$ cat config.mk
export PLATFORM = sky130hd
export DESIGN_NAME = udp_session_control
export DESIGN_NICKNAME = d
export VERILOG_FILES = /design/src/rtl/udp_session_control.v
export VERILOG_INCLUDE_DIRS = /design/src /design/src/inc
export SDC_FILE = /design/constraint.sdc
export NUM_CORES = 1
export LEC_CHECK = 0
export ABC_AREA = 0
export BUFFER_PORTS_ARGS = -buffer_cell sky130_fd_sc_hd__buf_2
export CAP_MARGIN = 20
export CORE_MARGIN = 3
export CORE_UTILIZATION = 25
export CTS_BUF_LIST = sky130_fd_sc_hd__clkbuf_8
export CTS_CLUSTER_DIAMETER = 40
export DETAILED_ROUTE_END_ITERATION = 6
export PLACE_DENSITY = 0.5
export SLEW_MARGIN = 20
export SYNTH_ARGS = -nofsm -noshare
export SYNTH_HDL_FRONTEND = slang
export SYNTH_SLANG_ARGS = --single-unit
$ cat constraint.sdc
create_clock -name clk_sys -period 3.6 [get_ports clk_sys]
set_clock_uncertainty 0.05 [all_clocks]
set_input_delay 0.72 -clock clk_sys [delete_from_list [all_inputs] [get_ports clk_sys]]
set_output_delay 0.72 -clock clk_sys [all_outputs]
set_load 0.05 [all_outputs]
$ cat src/inc/udp_session_control_map.vh
// Register map, field layout and constants of the UDP session controller.
`ifndef UDP_SESSION_CONTROL_MAP_VH
`define UDP_SESSION_CONTROL_MAP_VH

// ----------------------------------------------------------------
// Register byte offsets
// ----------------------------------------------------------------
`define OFS_CFG         8'h00
`define OFS_PORT        8'h04
`define OFS_TMO         8'h08
`define OFS_CMD         8'h0c
`define OFS_STAT        8'h10
`define OFS_RIP         8'h14
`define OFS_RPORT       8'h18
`define OFS_TRUST0      8'h20
`define OFS_TRUST_LAST  8'h2c

// ----------------------------------------------------------------
// Configuration fields
// ----------------------------------------------------------------
`define CFG_PSEL_LO     0
`define CFG_PSEL_HI     1
`define CFG_DTRO_LO     2
`define CFG_DTRO_HI     3
`define CFG_TESC        4
`define CFG_AREG        5
`define CFG_AANS        6
`define CFG_TRUST       7
`define CFG_NEI_LO      8
`define CFG_NEI_HI      10
`define CFG_RESET       32'h0000_0110

// ----------------------------------------------------------------
// Command bits, status bits
// ----------------------------------------------------------------
`define CMD_ONLINE      0
`define CMD_HOOK0       1
`define CMD_HOOK1       2
`define CMD_REGNOW      3
`define ST_CMD          0
`define ST_DATA         1
`define ST_ONLINE       2
`define ST_REG          3
`define ST_DCD          4
`define ST_SIG_LO       8
`define ST_SIG_HI       9

// ----------------------------------------------------------------
// Values and limits
// ----------------------------------------------------------------
`define PSEL_UDP        2'h0
`define DTRO_KEEP       2'h1
`define DTRO_CLOSE      2'h2
`define SIG_ACQUIRED    2'h3
`define PORT_MIN        16'h0401
`define PORT_MAX        16'h1387
`define PORT_RESET      16'h0834
`define TMO_MAX         5'h14
`define NEI_MIN         3'h1
`define NEI_MAX         3'h4
`define TRUST_N         4

// ----------------------------------------------------------------
// Result codes to the host
// ----------------------------------------------------------------
`define RES_OK          3'h0
`define RES_CONNECT     3'h1
`define RES_RING        3'h2
`define RES_CONNECT_IP  3'h3
`define RES_ERROR       3'h4

// ----------------------------------------------------------------
// Timing
// ----------------------------------------------------------------
`define CLK_PERIOD_NS   5
`define SEC_NS          1000000000
`define MIN_SECS        6'h3c

`endif

$ cat src/rtl/udp_session_control.v
// UDP session controller: escape, close, timeout and server answer.
//
// Overview of operation
// - DTR option 1 drop: command state, session kept
// - DTR option 2 drop: close, deregister, command
// - Auto-registration keeps registration on option 2
// - Online command resumes data with CONNECT
// - Hook 0 or 1 closes; manual also deregisters
// - Hook 1 deregisters, inhibits auto until rewrite
// - Inactivity timeout 1-20 minutes closes with OK
// - Packet service 0 enables UDP stack
// - Listen port 1025-4999, default 2100, filters
// - Auto-answer 1 arms, session opens on packet
// - Auto-answer 0 stops new server sessions
// - Trusted filter drops unknown sources, empty passes
// - RING, CONNECT with caller, then packet
// - Latest accepted source becomes reply address
// - Command state online stalls network packets
// - Auto-registered session close keeps auto-answer, registration except on hook 1
// - Identity index 1-4 then register now
// - Channel acquisition reports value 3
// - Timed escape enable 1 default, keeps session
//
// The register offsets and the AHB-Lite register port were left to the implementer.
`timescale 1ns/10ps
`default_nettype none
`include "udp_session_control_map.vh"

module udp_session_control
#(
	parameter SEC_CYCLES = `SEC_NS / `CLK_PERIOD_NS
)
(
	// Clock and reset
	input  wire        clk_sys,
	input  wire        nrst,
	// AHB-Lite slave
	input  wire        hsel,
	input  wire [31:0] haddr,
	input  wire [1:0]  htrans,
	input  wire        hwrite,
	input  wire [2:0]  hsize,
	input  wire [31:0] hwdata,
	input  wire        hready,
	output reg  [31:0] hrdata,
	output wire        hreadyout,
	output wire        hresp,
	// Host line signals
	input  wire        dtr,
	input  wire        timed_escape_seen,
	input  wire        host_tx,
	output wire        dcd,
	output reg         res_valid,
	output reg  [2:0]  res_code,
	output reg         host_pkt_valid,
	// Network packets and registration
	input  wire        pkt_valid,
	input  wire [31:0] pkt_src_ip,
	input  wire [15:0] pkt_src_port,
	input  wire [15:0] pkt_dst_port,
	output wire        pkt_ready,
	input  wire        chan_acquired,
	input  wire        net_reg_done,
	output reg         net_reg_req,
	output reg  [2:0]  net_reg_nei,
	output reg         net_dereg_req
);

	// ----------------------------------------------------------------
	// Answer sequencer states
	// ----------------------------------------------------------------
	localparam [1:0] SQ_IDLE = 2'd0;
	localparam [1:0] SQ_RING = 2'd1;
	localparam [1:0] SQ_CONN = 2'd2;
	localparam [1:0] SQ_DELV = 2'd3;

	// ----------------------------------------------------------------
	// Bus slave
	// ----------------------------------------------------------------
	reg        wr_pend_q;
	reg [7:0]  wr_addr_q;
	reg [31:0] cfg_q;
	reg [15:0] port_q;
	reg [4:0]  tmo_q;
	reg [31:0] trust_q [0:`TRUST_N-1];
	reg [31:0] rip_q;
	reg [15:0] rport_q;
	reg        cmd_q;
	reg        data_q;
	reg        online_q;
	reg        reg_q;
	reg        reg_busy_q;
	reg        areg_inh_q;
	reg        dtr_q;
	reg [1:0]  sq_q;
	reg [31:0] sec_cnt_q;
	reg [5:0]  sec_q;
	reg [4:0]  min_q;

	wire       addr_ok = hsel & hready & htrans[1];
	wire       wr_cfg  = wr_pend_q & (wr_addr_q == `OFS_CFG);
	wire       wr_cmd  = wr_pend_q & (wr_addr_q == `OFS_CMD);
	wire       go_on   = wr_cmd & hwdata[`CMD_ONLINE];
	wire       hook0   = wr_cmd & hwdata[`CMD_HOOK0];
	wire       hook1   = wr_cmd & hwdata[`CMD_HOOK1];
	wire       regnow  = wr_cmd & hwdata[`CMD_REGNOW];

	wire [1:0] psel  = cfg_q[`CFG_PSEL_HI:`CFG_PSEL_LO];
	wire [1:0] dtro  = cfg_q[`CFG_DTRO_HI:`CFG_DTRO_LO];
	wire       tesc  = cfg_q[`CFG_TESC];
	wire       areg  = cfg_q[`CFG_AREG];
	wire       aans  = cfg_q[`CFG_AANS];
	wire       trust = cfg_q[`CFG_TRUST];
	wire [2:0] network_identity   = cfg_q[`CFG_NEI_HI:`CFG_NEI_LO];

	assign hreadyout = 1'b1;
	assign hresp     = 1'b0;

	function trust_index_ok;
		input [7:0] a;
		begin
			trust_index_ok = (a >= `OFS_TRUST0) && (a <= `OFS_TRUST_LAST)
				&& (a[1:0] == 2'b00);
		end
	endfunction

	always @(posedge clk_sys)
	begin
		if (!nrst)
		begin
			wr_pend_q <= 1'b0;
			wr_addr_q <= 8'h00;
		end
		else
		begin
			wr_pend_q <= addr_ok & hwrite;
			wr_addr_q <= haddr[7:0];
		end
	end

	// Read data is fetched in the address phase so it stands from a
	// flop for the whole data phase; no wait states are ever inserted.
	always @(posedge clk_sys)
	begin
		if (!nrst)
			hrdata <= 32'h0000_0000;
		else if (addr_ok & ~hwrite)
		begin
			hrdata <= 32'h0000_0000;
			if (haddr[31:8] == 24'h00_0000)
			begin
				case (haddr[7:0])
				`OFS_CFG:   hrdata <= cfg_q;
				`OFS_PORT:  hrdata <= {16'h0000, port_q};
				`OFS_TMO:   hrdata <= {27'h000_0000, tmo_q};
				`OFS_STAT:  hrdata <= {22'h00_0000,
					chan_acquired ? `SIG_ACQUIRED : 2'h0,
					3'h0, dcd, reg_q, online_q, data_q, cmd_q};
				`OFS_RIP:   hrdata <= rip_q;
				`OFS_RPORT: hrdata <= {16'h0000, rport_q};
				default:
					if (trust_index_ok(haddr[7:0]))
						hrdata <= trust_q[haddr[3:2]];
				endcase
			end
		end
	end

	// ----------------------------------------------------------------
	// Settings
	// ----------------------------------------------------------------
	wire [15:0] wport = hwdata[15:0];

	always @(posedge clk_sys)
	begin
		if (!nrst)
		begin
			cfg_q  <= `CFG_RESET;
			port_q <= `PORT_RESET;
			tmo_q  <= 5'h00;
		end
		else if (wr_pend_q)
		begin
			if (wr_cfg)
				cfg_q <= hwdata;
			if ((wr_addr_q == `OFS_PORT) && (wport >= `PORT_MIN)
				&& (wport <= `PORT_MAX))
				port_q <= wport;
			if ((wr_addr_q == `OFS_TMO) && (hwdata[31:5] == 27'h0)
				&& (hwdata[4:0] <= `TMO_MAX))
				tmo_q <= hwdata[4:0];
		end
	end

	genvar gi;
	generate
		for (gi = 0; gi < `TRUST_N; gi = gi + 1)
		begin : g_trust
			always @(posedge clk_sys)
			begin
				if (!nrst)
					trust_q[gi] <= 32'h0000_0000;
				else if (wr_pend_q && trust_index_ok(wr_addr_q)
					&& (wr_addr_q[3:2] == gi))
					trust_q[gi] <= hwdata;
			end
		end
	endgenerate

	// ----------------------------------------------------------------
	// Packet acceptance
	// ----------------------------------------------------------------
	// A zero entry marks an unused slot; an all-zero list passes all.
	reg        hit;
	reg        empty;
	integer    k;

	always @*
	begin
		hit   = 1'b0;
		empty = 1'b1;
		for (k = 0; k < `TRUST_N; k = k + 1)
		begin
			if (trust_q[k] != 32'h0000_0000)
				empty = 1'b0;
			if ((trust_q[k] != 32'h0000_0000) && (trust_q[k] == pkt_src_ip))
				hit = 1'b1;
		end
	end

	// Packets wait at the network while the host holds command state
	// with the session open, and while the answer sequence runs.
	assign pkt_ready = ~(online_q & cmd_q) & (sq_q == SQ_IDLE)
		& (online_q | aans);

	wire src_ok = ~trust | empty | hit;
	wire acc = pkt_valid & pkt_ready & (psel == `PSEL_UDP)
		& src_ok & (pkt_dst_port == port_q);
	wire answer = acc & ~online_q & aans;

	always @(posedge clk_sys)
	begin
		if (!nrst)
		begin
			rip_q   <= 32'h0000_0000;
			rport_q <= 16'h0000;
		end
		else if (acc)
		begin
			rip_q   <= pkt_src_ip;
			rport_q <= pkt_src_port;
		end
	end

	// ----------------------------------------------------------------
	// Inactivity timer
	// ----------------------------------------------------------------
	wire sec_tick = (sec_cnt_q == SEC_CYCLES - 1);
	wire min_tick = sec_tick & (sec_q == `MIN_SECS - 6'h01);
	wire act      = acc | host_tx | ~online_q | ~data_q;
	wire idle_out = (tmo_q != 5'h00) & min_tick
		& (min_q == tmo_q - 5'h01);

	always @(posedge clk_sys)
	begin
		if (!nrst || act || tmo_q == 5'h00)
		begin
			sec_cnt_q <= 32'h0000_0000;
			sec_q     <= 6'h00;
			min_q     <= 5'h00;
		end
		else
		begin
			sec_cnt_q <= sec_tick ? 32'h0000_0000 : sec_cnt_q + 32'h1;
			if (sec_tick)
				sec_q <= min_tick ? 6'h00 : sec_q + 6'h01;
			if (min_tick)
				min_q <= min_q + 5'h01;
		end
	end

	// ----------------------------------------------------------------
	// Session state
	// ----------------------------------------------------------------
	wire dtr_drop = dtr_q & ~dtr & data_q & online_q;
	wire esc_keep = (dtr_drop & (dtro == `DTRO_KEEP))
		| (timed_escape_seen & tesc & data_q & online_q);
	wire esc_close = dtr_drop & (dtro == `DTRO_CLOSE);
	wire close = esc_close | hook0 | hook1 | idle_out;
	// Manual registration drops the link on every close path except the
	// inactivity timeout; the automatic mode keeps it unless hook 1 forces it off.
	wire dereg = hook1 | ((esc_close | hook0) & ~areg);

	assign dcd = online_q;

	always @(posedge clk_sys)
	begin
		if (!nrst)
		begin
			cmd_q          <= 1'b1;
			data_q         <= 1'b0;
			online_q       <= 1'b0;
			dtr_q          <= 1'b0;
			sq_q           <= SQ_IDLE;
			res_valid      <= 1'b0;
			res_code       <= `RES_OK;
			host_pkt_valid <= 1'b0;
		end
		else
		begin
			dtr_q          <= dtr;
			res_valid      <= 1'b0;
			host_pkt_valid <= 1'b0;
			case (sq_q)
			SQ_IDLE:
				if (close)
				begin
					online_q <= 1'b0;
					data_q   <= 1'b0;
					cmd_q    <= 1'b1;
					if (idle_out | hook0 | hook1)
					begin
						res_valid <= 1'b1;
						res_code  <= `RES_OK;
					end
				end
				else if (esc_keep)
				begin
					data_q <= 1'b0;
					cmd_q  <= 1'b1;
				end
				else if (go_on)
				begin
					res_valid <= 1'b1;
					if (online_q)
					begin
						res_code <= `RES_CONNECT;
						cmd_q    <= 1'b0;
						data_q   <= 1'b1;
					end
					else
						res_code <= `RES_ERROR;
				end
				else if (answer)
				begin
					res_valid <= 1'b1;
					res_code  <= `RES_RING;
					sq_q      <= SQ_RING;
				end
				else if (acc)
					host_pkt_valid <= 1'b1;
			SQ_RING:
			begin
				res_valid <= 1'b1;
				res_code  <= `RES_CONNECT_IP;
				online_q  <= 1'b1;
				sq_q      <= SQ_CONN;
			end
			SQ_CONN:
			begin
				cmd_q  <= 1'b0;
				data_q <= 1'b1;
				sq_q   <= SQ_DELV;
			end
			SQ_DELV:
			begin
				host_pkt_valid <= 1'b1;
				sq_q           <= SQ_IDLE;
			end
			default:
				sq_q <= SQ_IDLE;
			endcase
		end
	end

	// ----------------------------------------------------------------
	// Network registration
	// ----------------------------------------------------------------
	wire nei_ok   = (network_identity >= `NEI_MIN) && (network_identity <= `NEI_MAX);
	wire auto_go  = areg & ~areg_inh_q & ~reg_q & ~reg_busy_q;
	wire man_go   = regnow & nei_ok & ~reg_q & ~reg_busy_q;

	always @(posedge clk_sys)
	begin
		if (!nrst)
		begin
			reg_q         <= 1'b0;
			reg_busy_q    <= 1'b0;
			areg_inh_q    <= 1'b0;
			net_reg_req   <= 1'b0;
			net_reg_nei   <= 3'h0;
			net_dereg_req <= 1'b0;
		end
		else
		begin
			net_reg_req   <= 1'b0;
			net_dereg_req <= 1'b0;
			if (hook1)
				areg_inh_q <= 1'b1;
			else if (wr_cfg & hwdata[`CFG_AREG])
				areg_inh_q <= 1'b0;
			if (dereg & (sq_q == SQ_IDLE))
			begin
				reg_q         <= 1'b0;
				reg_busy_q    <= 1'b0;
				net_dereg_req <= 1'b1;
			end
			else if (reg_busy_q)
			begin
				if (net_reg_done)
				begin
					reg_q      <= 1'b1;
					reg_busy_q <= 1'b0;
				end
			end
			else if (auto_go | man_go)
			begin
				reg_busy_q  <= 1'b1;
				net_reg_req <= 1'b1;
				net_reg_nei <= network_identity;
			end
		end
	end

endmodule // udp_session_control

`default_nettype wire

== After elaboration in Yosys (flattened, before gate mapping) ==
Memory sizes are Yosys's and may differ from the RTL's.
Index checks and enable logic that the tools add are counted.

* Bitwise logic cells: 69
* Reduce and logical (&&, ||, !) cells: 51
* Mux-type cells: 72
* Equality and inequality tests: 34
* Order comparisons: 9
* Add/subtract/negate cells: 4

{| class="wikitable"
|+ Operators with widths
! cell !! count
|-
| two-way mux 32 bit || 6
|-
| case mux 32 bit (6 select lines) || 1
|-
| == test 32 bit || 4
|-
| nonzero test 32 bit || 4
|-
| two-way mux 1 bit || 46
|-
| bitwise AND 1 bit || 39
|-
| adder 32 x 1 -> 32 bit (second input constant) || 1
|-
| == test 32 x 28 -> 1 bit (second input constant) || 1
|-
| zero test 27 bit || 1
|-
| == test 8 x 4 -> 1 bit (second input constant) || 3
|-
| == test 8 x 5 -> 1 bit (second input constant) || 3
|-
| zero test 24 bit || 1
|-
| logical AND 1 bit || 18
|-
| two-way mux 3 bit || 6
|-
| bitwise OR 1 bit || 18
|-
| == test 16 bit || 1
|-
| == test 8 x 3 -> 1 bit (second input constant) || 2
|-
| >= comparator 16 x 11 -> 1 bit (second input constant) || 1
|-
| >= comparator 8 x 6 -> 1 bit (second input constant) || 2
|-
| <= comparator 16 x 13 -> 1 bit (second input constant) || 1
|-
| <= comparator 8 x 6 -> 1 bit (second input constant) || 2
|-
| zero test 8 bit || 2
|-
| inequality test 4 bit (second input constant) || 3
|-
| NOT 1 bit || 12
|-
| other kinds (29) || 61
|}

* Output and inout port bits: 46
* Bits in registers: 204
* Memories: 1
* Logic and storage cells: 265
* Memory bits (writable): 128
* Bits of input ports: 144

{| class="wikitable"
|+ Memories
! memory !! depth !! width !! rd ports !! clocked after memory_dff !! wr ports !! line !! RTL
|-
| trust_q || 4 || 32 || 5 || 0 || 4 || udp_session_control.v:85 || <nowiki>reg [31:0] trust_q [0:`TRUST_N-1];</nowiki>
|}

== Longest topological paths before layout ==
Gate-level depths: netlist of run 1.
An unclocked memory read counts as a cell.

* Depth in word-level cells: 17
* Depth in mapped cells: 11
* Gate-level depth less buffers: 10

== Least setup slack after synthesis of run 1 ==
Ideal clock, no wire load.

* Path type: register -> register
* Start: register wr_addr_q[0]
* End: memory trust_q[0][0] (enable)
* Clock period less this slack: 3.777 ns
* Buffers on the path: 0
* Data required time: 3.080 ns
* Arrival: 3.257 ns
* Path slack: -0.177 ns
* Cell stages (with the launch flop): 4
* Cell sequence: dfxtp_1 -> nor4_1 -> nand4b_1 -> o31ai_1

{| class="wikitable"
|+ RTL lines
! element !! line !! RTL
|-
| start, declared || udp_session_control.v:81 || <nowiki>reg [7:0] wr_addr_q;</nowiki>
|-
| start signal, assigned || udp_session_control.v:137 || <nowiki>wr_addr_q <= haddr[7:0];</nowiki>
|-
| end, declared || udp_session_control.v:85 ||
|}

==> results of run 1 <==
[per-stage QoR]
stage | util, % | hold slack, ns
floorplan | - | 0.368
global placement | 28.2 | 0.378
detailed placement | 28.2 | 0.391
CTS | 30.2 | 0.187
global route | 30.3 | 0.198
finish | 30.3 | 0.238
[worst paths after layout]
path | to | slack, ns | cells past startpoint
hold reg to reg | sec_cnt_q[0] | 0.40 | 1
setup / recovery | sec_q[3] | 0.41 | 8
hold / removal | wr_pend_q | 0.24 | 3
setup reg to reg | sec_q[3] | 0.41 | 8
[placed cells by master (no fill, tap or decap), drive strengths merged, types with 5 or more instances in the layout]
master,instances
a31oi,5
nand2b,8
nand4,46
and2,140
clkbuf,71
nand3,24
o21ai,12
edfxtp,128
mux4,32
nand2,138
dfxtp,204
ha,8
mux2i,74
a21oi,100
a22oi,34
nor2b,7
a221oi,7
bufinv,6
nor3,16
and3,14
inv,27
a222oi,13
nor4b,5
xnor2,78
xor2,108
nand3b,6
clkinv,12
diode,5
buf,221
nor4,79
nor2,174
[cell families (layout without fill, tap and decap cells)]
logic type                 count (synthesis)  count (layout)  synth area share, %
other                                      2               7               0.0457
AOI/OAI and AO/OA                        193             193                 7.68
DFF                                      332             332                 48.2
adders and majority gates                  8               8                0.609
and+or+nand+nor                          675             675                 21.1
buffers and inverters                    129             338                 3.50
muxes                                    107             107                 8.95
xor gates and xnor gates                 186             186                 9.90
[registers in the layout, summed over array words and instances (netlist names), 2 cells and up]
signal       count
hrdata          32
sq_q             2
sec_cnt_q       32
min_q            5
res_code         3
port_q          16
trust_q        128
sec_q            6
rip_q           32
wr_addr_q        8
rport_q         16
tmo_q            5
net_reg_nei      3
cfg_q           32
[final cells by class]
type,count,area (µm²)
Sequential cell,332,7930
Tap cell,855,1070
Antenna cell,5,12.5
Multi-Input combinational cell,1171,7990
Clock inverter,36,320
Inverter,10,40.0
Clock buffer,71,977
Timing Repair Buffer,221,1280
Fill cell,6701,45200
[critical path, delay by kind of cell (launching register included)]
family           cells  cell delay [ns]
AND/OR/NAND/NOR      6             1.64
AO/OA/AOI/OAI        2             0.96
flip-flops           1             0.45
[layer usage]
metal  routed length (µm)  track usage [%]
met1                26900             23.4
met2                27200             26.6
met3                 4550             4.03
met4                 1490             4.88
met5                   95                0
[cells in the mapped netlist, types with 3 or more instances]
master / count
or2_2: 4
nand2_1: 138
a31oi_1: 5
xnor2_1: 78
nand4b_1: 3
inv_1: 9
nor4b_1: 5
clkbuf_1: 71
and3_1: 14
a222oi_1: 13
a22oi_1: 34
nand3b_1: 6
and2_1: 140
nor4_2: 3
dfxtp_1: 204
a21oi_1: 98
mux2i_1: 74
a21o_1: 4
or3_1: 3
nor3_1: 15
buf_4: 5
a221oi_1: 6
buf_2: 39
nand4_1: 46
mux4_2: 32
nor2b_1: 7
xor2_1: 108
nor4_1: 76
edfxtp_1: 128
o21ai_0: 11
nand3_1: 24
ha_1: 8
nor4bb_1: 3
nor2_1: 174
nand2b_1: 8
[report_power, final]
part / internal (mW) / total [mW] / switching (mW)
Clock: 2.22 / 3.89 / 1.67
Sequential: 3.96 / 4.04 / 0.0807
Combinational: 0.216 / 0.613 / 0.397
==> key figures, run 1 <==
Outcome
  • Status: finished, final reports clean

Worst setup path
  • Worst setup SP type: flip-flop
  • CP Cell Sequence: nor4_1 -> nand4_1 -> nor2_1 -> nor4_2 -> a221oi_2 -> a21o_1 -> nand2_1 -> nor3_1
  • R2R Path Start: trust_q[0][23]
  • Crit Path Max Fanout: 11
  • CP Data Required Time: 4.11 ns
  • Arrival @ worst endpoint: ~3.7 ns
  • CP max stage delay: ~0.66 ns
  • Crit path from: trust_q[0][23]
  • Crit Path Category: flip-flop to flip-flop
  • Critical path's slowest cell: a221oi_2
  • Worst setup EP type: flip-flop

Placed design
  • Area after DPL: 0.0183 mm²
  • GPL Wtd Cong: 0.949
  • Place WS: 0.370 ns
  • Port Buffers: 183
  • Cell count after placement: 2589
  • Final HPWL DP: 45.3 mm

Synth
  • Synth area leaders: dfxtp_1 25%, edfxtp_1 23%, xor2_1 5.8%, and2_1 5.3%, mux2i_1 4.5%
  • Post-synth top area share: roughly a quarter
  • Post-synthesis cell count: 1632
  • Syn. warnings: 0
  • Largest area contributor in the netlist: dfxtp_1
  • Syn avg cell area: 10.1 µm²
  • Syn Nets: 1784
  • Top FF cell, synth: dfxtp_1
  • Ys async rst share: 0%
  • Number of flops mapped to enable cells by yosys: 128
  • Cell variety after synth: 63
  • Cell Area, Synth: 0.0164 mm²
  • Number of synthesized register bits: 332
  • Seq/Total Area, Yosys: 48.2%

Power
  • Total power: ~8.5 mW
  • Max VDD drop: 260 µV
  • LEAKAGE: 7.01 nW
  • Power Dens Cells: ~440 mW/mm²

Detailed routing
  • DR DRC count: 0
  • Post-DR vias/cell: 4.94
  • Wire per inst: 22.3 µm
  • Routed Antenna Nets: 0
  • Initial DRT Pass Iterations: 5
  • Initial DRC count: ~1300
  • DR vias: 13341
  • WL final: 60.3 mm

Clock network
  • H-tree depth: 2
  • Latest clock arrival within the worst-skew pair: 0.65 ns
  • Post_cts resized: 0
  • Clk sinks: 332
  • Cts bufs inserted: 59
  • Clock transition at path regs: 0.07 ns
  • Root Buffer Master: clkbuf_8
  • Deepest clock path buffer count: 3
  • Postcts setup bufs: 0
  • Clock tree from TritonCTS: yes
  • Hold buffer count at CTS: 0

Global routing
  • Vias in the first global route: 13249
  • GRT overflow: 0
  • Initial antenna violation count: 13
  • Largest net degree at the start of global routing: between 100 and 150
  • First-pass GRT wire length: around 90 mm
  • Total GRT Usage: 17.0%

STA
  • Final setup vio count: 0
  • Crit path time final: around 3.2 ns
  • Least-Margin Pin Slew: 1.11 ns
  • Fin Setup TNS: 0 ns
  • Max Clk Rate: 314 MHz
  • Final Max Slew Viols: 0
  • Max_slew headroom: 25.5%
  • Final WS setup: roughly 0.41 ns
  • RSZ-0062 raised after global routing: no
  • Fin. Hold Viols: 0
  • Final Cycle Share: 88.5%

Floorplanning
  • Core area: 0.0648 mm²
  • IO Pins: 190
  • Die height: 263 µm
  • Rows: 93
  • Die width: 263 µm
  • Initial Util: between 20 and 30%
  • Die Area: 0.0689 mm²

Flow run
  • Max_cap viols: 0

Hold path
  • Worst hold path class: input pin to flip-flop
  • HP Start: hwrite

Finish
  • Final cell count without fillers: between 2000 and 3000
  • Layout cells sized above 1: 20.1%
  • Layout area overhead: 19.3%
  • Final instance area: 0.0196 mm²
  • Final #Nets: ~1900
(Power assumes the default switching activity.)
==> run 2: changes to the inputs <==
- CTS_BUF_LIST: sky130_fd_sc_hd__clkbuf_8 -> unset
- CTS_CLUSTER_SIZE: unset -> 20
==> key figures, run 2 (synthesis results as in run 1) <==
STA
  • Crit path time final: 3.14 ns
  • Final setup vio count: 0
  • RSZ-0062 raised after global routing: no
  • Final WS setup: 0.459 ns
  • Max_slew headroom: between 20% and 30%
  • Least-Margin Pin Slew: 1.12 ns
  • Final Max Slew Viols: 0
  • Final Cycle Share: 87.2%
  • Max Clk Rate: 318 MHz
  • Fin. Hold Viols: 0

Outcome
  • Status: finished, final reports clean

Worst setup path
  • Arrival @ worst endpoint: 3.56 ns
  • Worst Setup EP: sec_q[3]
  • Register-to-Register Path Depth: 8
  • R2R Path Start: trust_q[0][23]
  • Crit Path Category: flip-flop to flip-flop
  • CP Data Required Time: 4.02 ns
  • Crit Path Max Fanout: 11
  • Crit path from: trust_q[0][23]
  • Reg2reg end: sec_q[3]
  • R2r setup slk: 0.46 ns
  • Worst setup EP type: flip-flop
  • Worst setup SP type: flip-flop

Finish
  • Max reg flops: approximately 130
  • Final cell count without fillers: 2681
  • Commonest non-fill, non-tap cell in the layout: dfxtp_1
  • Highest-count cells in the layout ignoring fill and taps: 204 x dfxtp_1, 183 x buf_2, 173 x nor2_1, 140 x and2_1, 138 x nand2_1
  • Final instance area: 0.0200 mm²
  • Layout cells sized above 1: 20.0%
  • Layout area overhead: 21.6%
  • Reg with most FFs: trust_q
  • Final #Nets: 1935

Clock network
  • Clock tree from TritonCTS: yes
  • Clock transition at path regs: ~0.060 ns
  • Clk sinks: 332
  • Post_cts resized: 0
  • Root Buffer Master: clkbuf_16
  • Postcts setup bufs: 0
  • H-tree depth: 2
  • Deepest clock path buffer count: 3
  • Hold buffer count at CTS: 0
  • Cts bufs inserted: 47
  • Latest clock arrival within the worst-skew pair: 0.57 ns

Detailed routing
  • WL final: 60.1 mm
  • Initial DRT Pass Iterations: 7
  • Wire per inst: 22.4 µm
  • DR DRC count: 0
  • Initial DRC count: approximately 1400
  • Routed Antenna Nets: 0
  • DR vias: 13286
  • Post-DR vias/cell: roughly 5

Floorplanning
  • Core area: 0.0648 mm²
  • Die width: 263 µm
  • Die height: 263 µm
  • Rows: 93
  • IO Pins: between 150 and 200
  • Initial Util: between 20% and 30%
  • Die Area: 0.0689 mm²

Hold path
  • HP Start: hwrite
  • Worst hold path class: input pin to flip-flop

Placed design
  • Place WS: 0.370 ns
  • Port Buffers: ~180
  • Final HPWL DP: 45.3 mm
  • GPL Wtd Cong: 0.949
  • Cell count after placement: 2589
  • Area after DPL: 0.0183 mm²

Power
  • Power Dens Cells: 480 mW/mm²
  • LEAKAGE: 7.12 nW
  • Max VDD drop: between 200 and 300 µV

Global routing
  • Total GRT Usage: 16.9%
  • Largest net degree at the start of global routing: 127
  • GRT overflow: 0
  • Vias in the first global route: 13168
  • First-pass GRT wire length: roughly 88 mm
  • Initial antenna violation count: 13

Flow run
  • Max_cap viols: 0
==> run 2: cell types whose count changed in the layout (fill, tap and decap cells not counted) <==
cell       change
inv_8          +4
clkinv_1       -2
clkinv_8       +3
inv_1         -15
clkbuf_8      -68
bufinv_16      -1
clkinv_4       +3
diode_2        -1
clkbuf_1       +4
clkinv_2       -6
clkbuf_16     +49
inv_6          +8
inv_12         +1
inv_4          +1
==> run 2: metrics by stage <==
step           util, %  setup TNS (ns)  hold WS [ns]  total power, mW
2_1_floorplan        -           -6.91         0.368             4.41
3_3_place_gp      28.2               0         0.378             4.73
3_5_place_dp      28.2               0         0.391             4.73
4_1_cts           30.9               0         0.298             9.68
5_1_grt           30.9               0         0.306             9.87
6_report          30.9               0         0.320             9.61
==> run 2: how the worst min path moves through the flow <==
stage              endpoint  slack [ns]  depth (start not counted)
5_1_grt           wr_pend_q        0.31                          3
3_3_place_gp   sec_cnt_q[0]        0.38                          1
6_report          wr_pend_q        0.32                          3
3_5_place_dp   sec_cnt_q[0]        0.39                          1
4_1_cts           wr_pend_q        0.30                          3
2_1_floorplan  sec_cnt_q[0]        0.37                          1
==> run 2: worst max-delay path, stage by stage (launching register included) <==
cell and delay (ns):
edfxtp_1 0.45, nor4_1 0.58, nand4_1 0.24, nor2_1 0.21, nor4_2 0.08, a221oi_2 0.62, a21o_1 0.29, nand2_1 0.25
nor3_1 0.27
==> run 2: layer usage <==
metal / up-vias / track usage, % / part of all wire (%)
met4: 16 / 5.56 / 2.9
met3: 102 / 4.17 / 7.7
met5: - / 0 / 0.17
met2: 535 / 26.1 / 45
li1: 6125 / - / -
met1: 6508 / 23.0 / 44
==> run 2: cell type report <==
cell class | instances | area (µm²)
fill | 6647 | 44800
timing repair buffer | 221 | 1280
sequential | 332 | 7930
clock inverter | 32 | 409
multi-input combinational | 1171 | 7990
clock buffer | 56 | 1280
inverter | 10 | 40.0
antenna | 4 | 10.0
tap | 855 | 1070
==> run 2: where the power goes <==
part | internal, mW | leakage, nW | switching (mW) | total, mW
registers | 3.96 | 2.94 | 0.0804 | 4.04
logic | 0.216 | 3.35 | 0.398 | 0.614
clock network | 2.99 | 0.831 | 1.96 | 4.95
total | 7.17 | 7.12 | 2.44 | 9.61
==> run 3: changes to the inputs <==
- BUFFER_PORTS_ARGS: -buffer_cell sky130_fd_sc_hd__buf_2 -> -buffer_cell sky130_fd_sc_hd__buf_4
- PLACE_DENSITY: 0.5 -> unset
==> key figures, run 3 (synthesis results as in run 1) <==
Worst setup path
  • Arrival @ worst endpoint: about 3.7 ns
  • Worst setup EP type: flip-flop
  • Crit Path Max Fanout: 11
  • CP Data Required Time: roughly 4 ns
  • Worst setup SP type: flip-flop
  • Crit Path Category: flip-flop to flip-flop

Finish
  • Reg with most FFs: trust_q
  • Layout area overhead: 23.6%
  • Layout cells sized above 1: 19.4%
  • Max reg flops: roughly 130
  • Util after Layout: 31.4%
  • Final #Nets: 1930
  • Highest-count cells in the layout ignoring fill and taps: 211 x buf_4, 204 x dfxtp_1, 173 x nor2_1, 140 x and2_1, 138 x nand2_1
  • Commonest non-fill, non-tap cell in the layout: buf_4

Floorplanning
  • Die Area: 0.0689 mm²
  • IO Pins: 190
  • Die height: 263 µm
  • Initial Util: 25.4%
  • Rows: 93
  • Core area: 0.0648 mm²
  • Die width: 263 µm

STA
  • Max Clk Rate: 307 MHz
  • Fin Setup TNS: 0 ns
  • Crit path time final: 3.26 ns
  • Least-Margin Pin Slew: slightly below 0.8 ns
  • Final setup vio count: 0
  • Max_slew headroom: 47.1%
  • Final Max Slew Viols: 0
  • Fin. Hold Viols: 0
  • Final Cycle Share: 90.6%
  • RSZ-0062 raised after global routing: no

Global routing
  • Largest net degree at the start of global routing: 126
  • Initial antenna violation count: 12
  • Vias in the first global route: ~13000
  • Total GRT Usage: approximately 17%
  • GRT overflow: 0
  • First-pass GRT wire length: 87.5 mm

Power
  • Power Dens Cells: between 400 and 500 mW/mm²
  • P_sw: 2.32 mW
  • Gate power share: 7.0%
  • Clk pwr share: 49.8%
  • Sw frac: 24.8%
  • Max VDD drop: 295 µV
  • LEAKAGE: between 7 and 8 nW
  • Sequential share of power: 43.3%
  • Internal: 7.02 mW

Detailed routing
  • Post-DR vias/cell: 5.04
  • Routed Antenna Nets: 0
  • DR vias: 13481
  • Initial DRT Pass Iterations: 7
  • Initial DRC count: 1466
  • WL final: 59.4 mm
  • DR DRC count: 0
  • Wire per inst: approximately 22 µm

Clock network
  • Clk sinks: 332
  • H-tree depth: 2
  • Clock tree from TritonCTS: yes
  • Clock transition at path regs: around 0.06 ns
  • Postcts setup bufs: 0
  • Post_cts resized: 0
  • Hold buffer count at CTS: 0
  • Deepest clock path buffer count: 3
  • Cts bufs inserted: 47
  • Root Buffer Master: clkbuf_16
  • Latest clock arrival within the worst-skew pair: 0.58 ns

Placed design
  • GPL Wtd Cong: approximately 1.0
  • Final HPWL DP: 44.5 mm
  • Port Buffers: 183

Outcome
  • Status: finished, final reports clean

Flow run
  • Max_cap viols: 0

Hold path
  • Worst hold path class: input pin to flip-flop
[run 3: changes by cell type in the layout (fill, tap and decap cells not counted), moves of 2 or more]
cell / change
buf_12: -2
buf_2: -183
buf_4: +179
bufinv_16: -3
clkbuf_1: +5
clkinvlp_4: +2
inv_6: -4
[run 3: metrics by stage]
stage / hold slack, ns / instance area, µm² / total power [mW] / worst slack [ns] / std cells
after global placement: 0.378 / 18700 / 4.75 / 0.242 / 2583
after floorplan: 0.368 / 16500 / 4.41 / -0.0720 / 1632
after detailed placement: 0.387 / 18700 / 4.76 / 0.220 / 2583
final: 0.350 / 20300 / 9.34 / 0.340 / 2675
after CTS: 0.330 / 20300 / 9.39 / 0.411 / 2671
after global routing: 0.338 / 20300 / 9.58 / 0.216 / 2672
[run 3: worst paths after layout]
check	start	end	slack (ns)	cells after the start
setup reg to reg	trust_q[1][26]	sec_q[3]	0.34	8
hold reg to reg	sec_cnt_q[0]	sec_cnt_q[0]	0.39	1
hold / removal	haddr[1]	wr_addr_q[1]	0.35	2
setup / recovery	trust_q[1][26]	sec_q[3]	0.34	8
[run 3: power by group through the flow]
| stage | Sequential (mW) | Clock [mW] | Combinational [mW] |
|---|---|---|---|
| after detailed placement | 4.12 | 0 | 0.642 |
| after global placement | 4.11 | 0 | 0.638 |
| final | 4.04 | 4.65 | 0.649 |
| after CTS | 4.04 | 4.71 | 0.644 |
| after global routing | 4.04 | 4.87 | 0.677 |
| after floorplan | 4.09 | 0 | 0.318 |
[run 3: area by class of cell]
class | count | area, µm²
repair buffers | 216 | 1680
clock inverters | 26 | 279
diodes | 3 | 7.51
inverters | 10 | 40.0
multi-input cells | 1171 | 7990
clock buffers | 62 | 1330
fillers | 6565 | 44500
flip-flops and latches | 332 | 7930
well taps | 855 | 1070
[run 3: worst max-delay path: stages (launching register included)]
cell and delay (ns):
edfxtp_1 0.47, nor4_1 0.54, nand4_1 0.29, nor2_1 0.23, nor4_2 0.08, a221oi_2 0.64
a21o_1 0.29, nand2_1 0.26, nor3_1 0.29
[run 3: metal layers]
layer	share of wire, %	wire length [µm]	track usage, %
met4	3.1	1820	5.20
met2	45	26800	26.3
met1	43	25300	22.0
met5	0.20	121	0
met3	9.1	5390	4.39
